$ cat src/hw/icfg_consts.vh
// Constants for the input capture channel with edge filter and glitch event
`ifndef ICFG_CONSTS_VH
`define ICFG_CONSTS_VH

// Register byte offsets
`define ICFG_OFF_CTRL 8'h00
`define ICFG_OFF_FLT_RISE 8'h04
`define ICFG_OFF_FLT_FALL 8'h08
`define ICFG_OFF_CNT_START 8'h0c
`define ICFG_OFF_CNT 8'h10
`define ICFG_OFF_CAP0 8'h14
`define ICFG_OFF_CAP1 8'h18
`define ICFG_OFF_STATUS 8'h1c
`define ICFG_OFF_CLEAR 8'h20
`define ICFG_OFF_IRQ_EN 8'h24
`define ICFG_OFF_RESET 8'h28
`define ICFG_OFF_FILT_CNT 8'h2c

// Control register fields
`define ICFG_CTRL_EN 0
`define ICFG_CTRL_MODE_LO 1
`define ICFG_CTRL_MODE_HI 3
`define ICFG_CTRL_OSM 4
`define ICFG_CTRL_ISL 5
`define ICFG_CTRL_FILTER_ENABLE 6
`define ICFG_CTRL_FMODE_RISE 7
`define ICFG_CTRL_FMODE_FALL 8
`define ICFG_CTRL_EXT_SEL 9
`define ICFG_CTRL_CLK_LO 10
`define ICFG_CTRL_CLK_HI 12
`define ICFG_CTRL_MASK 32'h00001fff

// Status bits
`define ICFG_ST_NEW_VALUE_FLAG 0
`define ICFG_ST_GLITCH 1
`define ICFG_ST_MASK 2'h3

// Mode codes
`define ICFG_MODE_EDGE 3'h0
`define ICFG_MODE_GPS 3'h5

// Channel reset bit position
`define ICFG_CHANNEL_RESET_BIT 0

// Divider ratio of the fastest sample clock and the step added per select code
`define ICFG_DIV0 16'h0001
`define ICFG_DIV_STEP 16'h0004

// AXI responses
`define ICFG_RESP_OKAY 2'h0
`define ICFG_RESP_SLVERR 2'h2

`endif

$ cat src/hw/icfg_top.v
// Input capture channel: edge filter, glitch event, counter and registers
// Operation
// - Unexpected input change before filter threshold gives one-cycle glitch if the filter counter is nonzero.
// - Glitch coinciding with threshold reach still produces the event.
// - Glitch event stays one cycle even when the change persists.
// - Every glitch event sets glitch notify flag, raising interrupt when irq_en_r bit 1 is set.
// - External capture selected to glitch fires on every glitch event.
// - Clearing notify flag never retriggers interrupt without new glitch.
// - Per-edge mode bit 0 selects immediate propagation; filter_enable gates.
// - Immediate mode with threshold 0: counter neither increments nor grows.
// - Filter counter advances once per selected sample clock tick.
// - Writing 1 to channel reset bit returns channel to reset values.
// - Enabling channel starts counter from reset value.
// - Sampling mode 101 one-shot: each tick loads counter, sets new value.
`default_nettype none
`include "icfg_consts.vh"

module icfg_top #(
  parameter integer FCW = 16,
  parameter integer CW = 24
) (
  input wire aclk,
  input wire aresetn,
  input wire [7:0] s_axi_awaddr,
  input wire s_axi_awvalid,
  output reg s_axi_awready,
  input wire [31:0] s_axi_wdata,
  input wire [3:0] s_axi_wstrb,
  input wire s_axi_wvalid,
  output reg s_axi_wready,
  output reg [1:0] s_axi_bresp,
  output reg s_axi_bvalid,
  input wire s_axi_bready,
  input wire [7:0] s_axi_araddr,
  input wire s_axi_arvalid,
  output reg s_axi_arready,
  output reg [31:0] s_axi_rdata,
  output reg [1:0] s_axi_rresp,
  output reg s_axi_rvalid,
  input wire s_axi_rready,
  input wire chan_in,
  output reg filtered_out_r,
  output reg glitch_event_r,
  output reg external_capture_signal_r,
  output reg irq_r
);
  // ********************************************************
  // Registers and state
  // ********************************************************
  reg [12:0] ctrl_r;
  reg [FCW-1:0] rise_filter_threshold_r;
  reg [FCW-1:0] fall_filter_threshold_r;
  reg [CW-1:0] counter_start_value_r;
  reg [CW-1:0] channel_counter_r;
  reg [CW-1:0] capture_reg_zero_r;
  reg [CW-1:0] capture_reg_one_r;
  reg [1:0] status_r;
  reg [1:0] irq_en_r;
  reg [FCW-1:0] filt_cnt_r;
  reg [2:0] sync_r;
  reg sync_lvl_r;
  reg en_d_r;
  reg aw_hold_r;
  reg w_hold_r;
  reg [7:0] aw_addr_r;
  reg [31:0] w_data_r;
  wire channel_enable = ctrl_r[`ICFG_CTRL_EN];
  wire [2:0] channel_mode_select =
    ctrl_r[`ICFG_CTRL_MODE_HI:`ICFG_CTRL_MODE_LO];
  wire one_shot_select = ctrl_r[`ICFG_CTRL_OSM];
  wire input_select_level = ctrl_r[`ICFG_CTRL_ISL];
  wire filter_enable = ctrl_r[`ICFG_CTRL_FILTER_ENABLE];
  wire rise_filter_mode = ctrl_r[`ICFG_CTRL_FMODE_RISE];
  wire fall_filter_mode = ctrl_r[`ICFG_CTRL_FMODE_FALL];
  wire ext_sel_glitch = ctrl_r[`ICFG_CTRL_EXT_SEL];
  wire [2:0] clk_sel = ctrl_r[`ICFG_CTRL_CLK_HI:`ICFG_CTRL_CLK_LO];

  // ********************************************************
  // Sample clock enable
  // ********************************************************
  wire sample_tick;
  icfg_clk_sel u_clk_sel (
    .aclk(aclk),
    .aresetn(aresetn),
    .sel(clk_sel),
    .tick_r(sample_tick)
  );

  // ********************************************************
  // Bus write decode
  // ********************************************************
  wire wr_fire = aw_hold_r && w_hold_r && !s_axi_bvalid;
  wire wr_clear = wr_fire && aw_addr_r == `ICFG_OFF_CLEAR;
  wire wr_reset = wr_fire && aw_addr_r == `ICFG_OFF_RESET;
  // Channel reset request, one cycle
  wire chan_rst = wr_reset && w_data_r[`ICFG_CHANNEL_RESET_BIT];
  wire [1:0] clr_bits = wr_clear ? w_data_r[1:0] : 2'h0;

  // ********************************************************
  // Input synchroniser: change counts when stages two and three agree
  // ********************************************************
  always @(posedge aclk) begin
    if (!aresetn) begin
      sync_r <= 3'h0;
      sync_lvl_r <= 1'b0;
    end else begin
      sync_r <= {sync_r[1:0], chan_in};
      if (sync_r[1] == sync_r[2]) begin
        sync_lvl_r <= sync_r[2];
      end
    end
  end

  // ********************************************************
  // Edge filter
  // ********************************************************
  // Pending edge direction is set by the filtered level: a rise when low
  wire rising_dir = !filtered_out_r;
  wire imm_mode = rising_dir ? !rise_filter_mode : !fall_filter_mode;
  wire [FCW-1:0] thr = rising_dir ? rise_filter_threshold_r
                                  : fall_filter_threshold_r;
  wire in_diff = sync_lvl_r != filtered_out_r;
  reg [FCW-1:0] filt_cnt_nxt;
  reg filtered_nxt;
  reg glitch_nxt;
  reg in_prev_r;

  // In immediate mode the output follows at once and the counter times an
  // acceptance window in which further changes are glitches. In delay mode
  // the counter must reach the threshold before the output follows.
  always @* begin
    filt_cnt_nxt = filt_cnt_r;
    filtered_nxt = filtered_out_r;
    glitch_nxt = 1'b0;
    if (!filter_enable) begin
      filtered_nxt = sync_lvl_r;
      filt_cnt_nxt = {FCW{1'b0}};
    end else if (imm_mode) begin
      if (filt_cnt_r != {FCW{1'b0}}) begin
        // Acceptance window still open
        if (sync_lvl_r != in_prev_r) begin
          glitch_nxt = 1'b1;
        end
        if (sample_tick) begin
          filt_cnt_nxt = filt_cnt_r - {{(FCW-1){1'b0}}, 1'b1};
        end
      end else if (in_diff) begin
        filtered_nxt = sync_lvl_r;
        // Zero threshold: no window, no count kept across edges
        filt_cnt_nxt = thr;
      end
    end else begin
      if (in_diff) begin
        if (sample_tick) begin
          filt_cnt_nxt = filt_cnt_r + {{(FCW-1){1'b0}}, 1'b1};
        end
        if (filt_cnt_nxt >= thr) begin
          filtered_nxt = sync_lvl_r;
          filt_cnt_nxt = {FCW{1'b0}};
        end
      end else if (filt_cnt_r != {FCW{1'b0}}) begin
        // Input fell back before threshold, even in the reaching cycle
        glitch_nxt = (sync_lvl_r != in_prev_r);
        filt_cnt_nxt = {FCW{1'b0}};
      end
    end
  end

  // Glitch is derived from an input edge only, so it never stretches
  always @(posedge aclk) begin
    if (!aresetn || chan_rst) begin
      filt_cnt_r <= {FCW{1'b0}};
      filtered_out_r <= 1'b0;
      glitch_event_r <= 1'b0;
      in_prev_r <= 1'b0;
      external_capture_signal_r <= 1'b0;
    end else begin
      filt_cnt_r <= filt_cnt_nxt;
      filtered_out_r <= filtered_nxt;
      in_prev_r <= sync_lvl_r;
      glitch_event_r <= glitch_nxt;
      external_capture_signal_r <= glitch_nxt && ext_sel_glitch;
    end
  end

  // ********************************************************
  // Channel counter and capture
  // ********************************************************
  reg filt_prev_r;
  wire edge_ev = (filtered_out_r != filt_prev_r) &&
                 (filtered_out_r == input_select_level);
  wire en_rise = channel_enable && !en_d_r;
  wire gps_mode = channel_mode_select == `ICFG_MODE_GPS;
  wire gps_ev = channel_enable && gps_mode && sample_tick;
  reg new_value_flag_ev;
  reg [CW-1:0] cnt_base;

  always @* begin
    // A freshly enabled channel counts from the reset value
    cnt_base = en_rise ? {CW{1'b0}} : channel_counter_r;
    new_value_flag_ev = 1'b0;
    if (gps_ev) begin
      new_value_flag_ev = 1'b1;
    end else if (channel_enable && !gps_mode && edge_ev) begin
      new_value_flag_ev = 1'b1;
    end
  end

  always @(posedge aclk) begin
    if (!aresetn || chan_rst) begin
      channel_counter_r <= {CW{1'b0}};
      capture_reg_zero_r <= {CW{1'b0}};
      capture_reg_one_r <= {CW{1'b0}};
      filt_prev_r <= 1'b0;
      en_d_r <= 1'b0;
    end else begin
      filt_prev_r <= filtered_out_r;
      en_d_r <= channel_enable;
      if (en_rise) begin
        capture_reg_zero_r <= {CW{1'b0}};
        capture_reg_one_r <= {CW{1'b0}};
      end
      if (gps_ev) begin
        // Capture then reload; one-shot reloads the reset value
        capture_reg_zero_r <= cnt_base;
        capture_reg_one_r <= capture_reg_zero_r;
        channel_counter_r <= one_shot_select ? {CW{1'b0}}
                                             : counter_start_value_r;
      end else if (channel_enable && new_value_flag_ev) begin
        capture_reg_zero_r <= cnt_base;
        capture_reg_one_r <= capture_reg_zero_r;
        channel_counter_r <= {CW{1'b0}};
      end else if (channel_enable && sample_tick) begin
        channel_counter_r <= cnt_base + {{(CW-1){1'b0}}, 1'b1};
      end else if (en_rise) begin
        channel_counter_r <= {CW{1'b0}};
      end
    end
  end

  // ********************************************************
  // Notify flags and interrupt
  // ********************************************************
  wire [1:0] ev_bits = {glitch_event_r, new_value_flag_ev};
  always @(posedge aclk) begin
    if (!aresetn || chan_rst) begin
      status_r <= 2'h0;
      irq_r <= 1'b0;
    end else begin
      // Set wins over a clear in the same cycle
      status_r <= (status_r & ~clr_bits) | ev_bits;
      // Level from sticky flags only, so a clear cannot retrigger
      irq_r <= |(((status_r & ~clr_bits) | ev_bits) & irq_en_r);
    end
  end

  // ********************************************************
  // AXI4-Lite write channel
  // ********************************************************
  always @(posedge aclk) begin
    if (!aresetn) begin
      aw_hold_r <= 1'b0;
      w_hold_r <= 1'b0;
      aw_addr_r <= 8'h00;
      w_data_r <= 32'h00000000;
      s_axi_awready <= 1'b0;
      s_axi_wready <= 1'b0;
      s_axi_bvalid <= 1'b0;
      s_axi_bresp <= `ICFG_RESP_OKAY;
    end else begin
      s_axi_awready <= !aw_hold_r && !s_axi_awready && s_axi_awvalid;
      s_axi_wready <= !w_hold_r && !s_axi_wready && s_axi_wvalid;
      if (s_axi_awvalid && s_axi_awready) begin
        aw_hold_r <= 1'b1;
        aw_addr_r <= {s_axi_awaddr[7:2], 2'b00};
      end
      if (s_axi_wvalid && s_axi_wready) begin
        w_hold_r <= 1'b1;
        w_data_r <= s_axi_wdata;
      end
      if (wr_fire) begin
        aw_hold_r <= 1'b0;
        w_hold_r <= 1'b0;
        s_axi_bvalid <= 1'b1;
        s_axi_bresp <= (aw_addr_r > `ICFG_OFF_FILT_CNT) ? `ICFG_RESP_SLVERR
                                                        : `ICFG_RESP_OKAY;
      end else if (s_axi_bvalid && s_axi_bready) begin
        s_axi_bvalid <= 1'b0;
      end
    end
  end

  // Register writes; whole words only, byte strobes are ignored
  always @(posedge aclk) begin
    if (!aresetn || chan_rst) begin
      ctrl_r <= 13'h0000;
      rise_filter_threshold_r <= {FCW{1'b0}};
      fall_filter_threshold_r <= {FCW{1'b0}};
      counter_start_value_r <= {CW{1'b0}};
      irq_en_r <= 2'h0;
    end else if (wr_fire) begin
      case (aw_addr_r)
        `ICFG_OFF_CTRL: begin
          ctrl_r <= w_data_r[12:0];
        end
        `ICFG_OFF_FLT_RISE: begin
          rise_filter_threshold_r <= w_data_r[FCW-1:0];
        end
        `ICFG_OFF_FLT_FALL: begin
          fall_filter_threshold_r <= w_data_r[FCW-1:0];
        end
        `ICFG_OFF_CNT_START: begin
          counter_start_value_r <= w_data_r[CW-1:0];
        end
        `ICFG_OFF_IRQ_EN: begin
          irq_en_r <= w_data_r[1:0];
        end
        default: begin
          irq_en_r <= irq_en_r;
        end
      endcase
    end
  end

  // ********************************************************
  // AXI4-Lite read channel
  // ********************************************************
  reg [31:0] rd_val;
  reg rd_err;
  always @* begin
    rd_val = 32'h00000000;
    rd_err = 1'b0;
    case ({s_axi_araddr[7:2], 2'b00})
      `ICFG_OFF_CTRL: rd_val = {19'h00000, ctrl_r};
      `ICFG_OFF_FLT_RISE: rd_val[FCW-1:0] = rise_filter_threshold_r;
      `ICFG_OFF_FLT_FALL: rd_val[FCW-1:0] = fall_filter_threshold_r;
      `ICFG_OFF_CNT_START: rd_val[CW-1:0] = counter_start_value_r;
      `ICFG_OFF_CNT: rd_val[CW-1:0] = channel_counter_r;
      `ICFG_OFF_CAP0: rd_val[CW-1:0] = capture_reg_zero_r;
      `ICFG_OFF_CAP1: rd_val[CW-1:0] = capture_reg_one_r;
      `ICFG_OFF_STATUS: rd_val[1:0] = status_r;
      `ICFG_OFF_CLEAR: rd_val = 32'h00000000;
      `ICFG_OFF_IRQ_EN: rd_val[1:0] = irq_en_r;
      `ICFG_OFF_RESET: rd_val = 32'h00000000;
      `ICFG_OFF_FILT_CNT: rd_val[FCW-1:0] = filt_cnt_r;
      default: rd_err = 1'b1;
    endcase
  end

  always @(posedge aclk) begin
    if (!aresetn) begin
      s_axi_arready <= 1'b0;
      s_axi_rvalid <= 1'b0;
      s_axi_rdata <= 32'h00000000;
      s_axi_rresp <= `ICFG_RESP_OKAY;
    end else begin
      s_axi_arready <= !s_axi_arready && !s_axi_rvalid && s_axi_arvalid;
      if (s_axi_arvalid && s_axi_arready) begin
        s_axi_rvalid <= 1'b1;
        s_axi_rdata <= rd_val;
        s_axi_rresp <= rd_err ? `ICFG_RESP_SLVERR : `ICFG_RESP_OKAY;
      end else if (s_axi_rvalid && s_axi_rready) begin
        s_axi_rvalid <= 1'b0;
      end
    end
  end
endmodule
`default_nettype wire

$ cat src/hw/icfg_clk_sel.v
// Sample clock enable generator with eight selectable rates
`default_nettype none
`include "icfg_consts.vh"

module icfg_clk_sel #(
  parameter integer NUM_CLK = 8
) (
  input wire aclk,
  input wire aresetn,
  input wire [2:0] sel,
  output reg tick_r
);
  // ********************************************************
  // Free running dividers, one per rate
  // ********************************************************
  wire [NUM_CLK-1:0] tick_all;
  genvar g;
  generate
    for (g = 0; g < NUM_CLK; g = g + 1) begin : gen_div
      localparam integer RATIO_I = `ICFG_DIV0 + g * `ICFG_DIV_STEP;
      localparam [15:0] RATIO = RATIO_I[15:0];
      reg [15:0] cnt_r;
      // Ratio 1 gives a tick every cycle, the fastest rate
      always @(posedge aclk) begin
        if (!aresetn || cnt_r >= RATIO - 16'h0001) begin
          cnt_r <= 16'h0000;
        end else begin
          cnt_r <= cnt_r + 16'h0001;
        end
      end
      assign tick_all[g] = (cnt_r >= RATIO - 16'h0001);
    end
  endgenerate

  // Registered tick of the chosen rate; one-cycle pulse except at ratio 1
  always @(posedge aclk) begin
    if (!aresetn) begin
      tick_r <= 1'b0;
    end else begin
      tick_r <= tick_all[sel];
    end
  end
endmodule
`default_nettype wire

$ cat config.mk
export PLATFORM = sky130hd
export DESIGN_NAME = icfg_top
export DESIGN_NICKNAME = d
export VERILOG_FILES = /design/src/hw/icfg_top.v /design/src/hw/icfg_clk_sel.v
export VERILOG_INCLUDE_DIRS = /design/src /design/src/hw
export SDC_FILE = /design/constraint.sdc
export NUM_CORES = 1
export LEC_CHECK = 0
export ABC_AREA = 1
export BUFFER_PORTS_ARGS = -buffer_cell sky130_fd_sc_hd__buf_4
export CAP_MARGIN = 25
export CORE_MARGIN = 5
export CORE_UTILIZATION = 53
export CTS_BUF_LIST = sky130_fd_sc_hd__clkbuf_2
export DETAILED_ROUTE_END_ITERATION = 12
export PLACE_DENSITY = 0.71
export SETUP_SLACK_MARGIN = 0.5
export SLEW_MARGIN = 20
export SYNTH_ARGS = -nofsm -noshare
export SYNTH_HDL_FRONTEND = slang
export SYNTH_SLANG_ARGS = --single-unit
$ cat constraint.sdc
create_clock -name aclk -period 3.35 [get_ports aclk]
set_clock_uncertainty 0.15 [all_clocks]
set_input_delay 0.5025 -clock aclk [delete_from_list [all_inputs] [get_ports aclk]]
set_output_delay 0.5025 -clock aclk [all_outputs]
set_load 0.02 [all_outputs]
==> results_tabular.tex <==
\begin{tabular}{lr}
\hline
Metric & Value \\
\hline
\multicolumn{2}{l}{\textbf{Die}} \\
Starting utilization of the core area & 53.22\% \\
Rows & 62 \\
Area of the core & 28,470 µm² \\
Die span in x & 179.1 µm \\
Die extent in y & 179.1 µm \\
Number of top-level pins & 105 \\
Die Area & 32,070 µm² \\
\multicolumn{2}{l}{\textbf{Clocking}} \\
CTS tree & built \\
CTS H-tree lvls & 3 \\
Num CTS Buffers & 86 \\
Clk buf depth & 3 \\
Clock latency on the worst-skew pair & 0.93 ns \\
CTS root buffer & clkbuf\_2 \\
Number of clock sinks & 348 \\
Clock-pin transition on the worst setup and hold timing paths & 0.10 ns \\
\multicolumn{2}{l}{\textbf{Timing}} \\
Setup repair after global routing missed its margin & true \\
Share of the clock period used by the worst path after layout & 83.82\% \\
Clock period minus final worst setup slack & 2.808 ns \\
Transition time at the pin with the least slew margin & 0.8233 ns \\
Hold Vio Cnt, Final & 0 \\
Number of pins exceeding their max-slew limit in the final report & 0 \\
Final TNS setup & 0 ns \\
Slew headroom & 45.06\% \\
Maximum frequency from static timing analysis & 0.3561 GHz \\
Number of failing setup endpoints in the final timing report & 0 \\
\multicolumn{2}{l}{\textbf{GRT}} \\
Largest net degree at the start of global routing & 113 \\
Number of global-route vias before repair & 13,210 \\
Number of antenna violations at the first check in global routing & 1 \\
Grt ovf & 0 \\
GRT Util Overall & 26.64\% \\
First-pass GRT wire length & 68,420 µm \\
\multicolumn{2}{l}{\textbf{Final layout}} \\
Synth-to-Final Area Change & 18.35\% \\
Utilization after layout & 62.99\% \\
Area of combinational cells with multiple inputs & 7586 µm² \\
Fillers & 2,639 \\
Final net count & 2,376 \\
Non-filler instance count after layout & 2,727 \\
Fraction of layout cells with a size suffix above 1 & 15.71\% \\
Reg area & 6990 µm² \\
\multicolumn{2}{l}{\textbf{Logic synthesis}} \\
Synth area leaders & dfxtp\_1, nand2\_1, a21oi\_1, nor2\_1, nand3\_1 \\
Most used standard cell by instance count after synthesis & nand2\_1 \\
Top post-synthesis cells by count & nand2\_1, dfxtp\_1, a21oi\_1, nor2\_1, inv\_1 \\
Mux share of post-synthesis cell area & 0.2642\% \\
Seq/Total Area, Yosys & 45.98\% \\
XOR/XNOR share of the synthesized area & 2.139\% \\
Register bit count reported by yosys & 348 \\
Dominant combinational cell family by area after synthesis & simple AND/OR/NAND/NOR gates \\
Arithmetic-cell share of the synthesized area counting full adders, half adders and majority gates & 2.808\% \\
Fraction of post-synthesis cell area in the top cell type by area & 45.98\% \\
Synth Warn \# & 0 \\
Fraction of the mapped netlist area in compound gates & 14.42\% \\
Number of standard cells after synthesis & 2,020 \\
Cell area after technology mapping & 15,150 µm² \\
Number of distinct library cell variants in the gate-level netlist after synthesis & 50 \\
Post-synth EDFFs & 0 \\
Async SR Flop Fraction & 0\% \\
Share of synthesized cell area in and, or, nand and nor gates & 26.87\% \\
Mapped Avg Cell Area & 7.501 µm² \\
Dominant register cell in the synthesized netlist & dfxtp\_1 \\
Library cell occupying the most area in the post-synthesis netlist & dfxtp\_1 \\
\multicolumn{2}{l}{\textbf{Routing}} \\
Count of nets left with antenna violations after detail routing & 0 \\
Total number of vias & 14,390 \\
Avg WL per Cell & 15.85 µm \\
Aggregate routed wire length & 43,220 µm \\
Drt drc & 0 \\
Vias per cell & 5.275 \\
Count of routing violations after the opening detailed-route iteration & 1,358 \\
Router iterations before antenna repair & 8 \\
\multicolumn{2}{l}{\textbf{Critical path}} \\
Crit path kind & reg2reg \\
Arrival @ worst endpoint & 3.51 ns \\
Highest fanout seen on the critical path & 7 \\
Kind of end point of the critical path & flop \\
Data required time of the worst path & 4.05 ns \\
Startpoint of the lowest-slack register-to-register path & filt\_cnt\_r[12] \\
Startpoint of the worst setup timing path & filt\_cnt\_r[12] \\
Crit start category & flop \\
\multicolumn{2}{l}{\textbf{Hold path}} \\
Min-delay src & s\_axi\_araddr[4] \\
Class of the tightest hold or removal check & in2reg \\
\multicolumn{2}{l}{\textbf{Run status}} \\
Outcome & finished, final reports clean \\
\multicolumn{2}{l}{\textbf{Placement}} \\
Number of I/O port buffers & 78 \\
Half-perimeter wire length after placement & 30,320 µm \\
Cells after DPL & 2,522 \\
Routability-driven placement congestion ratio & 0.9398 \\
\multicolumn{2}{l}{\textbf{Power and ir drop}} \\
Net Sw Power & 1929 µW \\
Maximum vdd ir drop & 0.0003485 V \\
Total power density per cell area & 404.7 nW/µm² \\
Switching Fraction & 26.58\% \\
Proportion of power drawn by the clock network & 37.1\% \\
Internal Pwr Total & 5328 µW \\
Leakage power total & 0.007305 µW \\
Part of the total power dissipated in sequential elements & 58.5\% \\
Combinational Power Share & 4.4\% \\
Overall power & 7257 µW \\
\multicolumn{2}{l}{\textbf{Flow run}} \\
Max-cap violations & 0 \\
\hline
\end{tabular}
==> routing by layer <==
| layer | vias to the layer above | global-route usage, % | share of wire, % | wire length [µm] |
|---|---|---|---|---|
| met5 | - | 0 | 0 | 0 |
| met4 | 0 | 8.794 | 2.4 | 1045 |
| li1 | 7112 | - | - | - |
| met2 | 615 | 41.59 | 45 | 19420 |
| met3 | 73 | 5.146 | 9.3 | 4039 |
| met1 | 6586 | 37.14 | 43 | 18710 |
==> placed cells by master (no fill, tap or decap), types with 19 or more instances in the layout <==
master and instances:
nand2_1 454, dfxtp_1 337, a21oi_1 212, nor2_1 208, inv_1 153, nand3_1 136, buf_4 129, clkbuf_2 121
o21ai_0 110, conb_1 91, dlygate4sd3_1 46, ha_1 31, nand4_1 29, xor2_1 28, nor3_1 21, clkinv_1 20
a22oi_1 19
==> final timing paths <==
path	slack [ns]	end	depth (start not counted)
worst min register to register	0.27	s_axi_wready	1
worst max-delay path	0.54	filt_cnt_r[2]	14
worst min-delay path	0.12	s_axi_rdata[23]	7
worst max register to register	0.54	filt_cnt_r[2]	14
==> per-stage QoR <==
step / worst slack [ns] / area, µm² / hold slack (ns)
finish: 0.5419 / 17930 / 0.1234
CTS: 0.5038 / 17730 / 0.04637
global placement: 0.3691 / 16420 / 0.2549
global route: 0.3858 / 17930 / 0.1619
detailed placement: 0.3812 / 16420 / 0.2506
floorplan: 0.5490 / 15490 / 0.2405
==> repair_timing <==
item	4_1_cts	5_1_grt
hold buffers	46	0
endpoints found under the setup margin	31	43
resized for setup	22	38
endpoints found under the hold margin	64	0
pin swaps	11	18
buffers inserted	3	7
==> worst max-delay path, stage by stage (launching register included) <==
cell and delay (ns):
dfxtp_1 0.50, nand2_1 0.15, nor3_1 0.17, nand4_1 0.19, xor2_2 0.22, inv_1 0.06
ha_1 0.31, nand2_2 0.10, o21bai_4 0.13, and3_4 0.19, and2_4 0.15, buf_6 0.12
buf_12 0.10, nand3_1 0.06, a21oi_1 0.14
==> cells by family after synthesis <==
group	after synthesis
buf+inv	260
flops	348
fa+ha+maj	34
simple gates	934
mux	4
compound gates	402
other cells	1
xor+xnor	37
==> power by group through the flow <==
stage	combinational (µW)	sequential, µW	clock [µW]
final	317	4250	2690
after global routing	350	4260	3000
after CTS	307	4250	2780
after detailed placement	260	4350	0
after global placement	258	4340	0
after floorplan	168	4340	0
==> state kept, by name, indices dropped and copies added (netlist names), 2 cells and up <==
signal,flops
u_clk_sel.gen_div.cnt_r,112
capture_reg_one_r,24
capture_reg_zero_r,24
channel_counter_r,24
counter_start_value_r,24
s_axi_rdata,24
w_data_r,24
fall_filter_threshold_r,16
filt_cnt_r,16
rise_filter_threshold_r,16
ctrl_r,13
aw_addr_r,6
sync_r,3
irq_en_r,2
status_r,2
==> cell type report <==
type / instances / share of cell area [%]
diodes: 1 / 0.01395
clock buffers: 121 / 3.377
clock inverters: 27 / 0.7396
inverters: 164 / 3.475
multi-input cells: 1502 / 42.30
flip-flops and latches: 348 / 38.98
well taps: 384 / 2.679
repair buffers: 180 / 8.429
(Power assumes the default switching activity.)
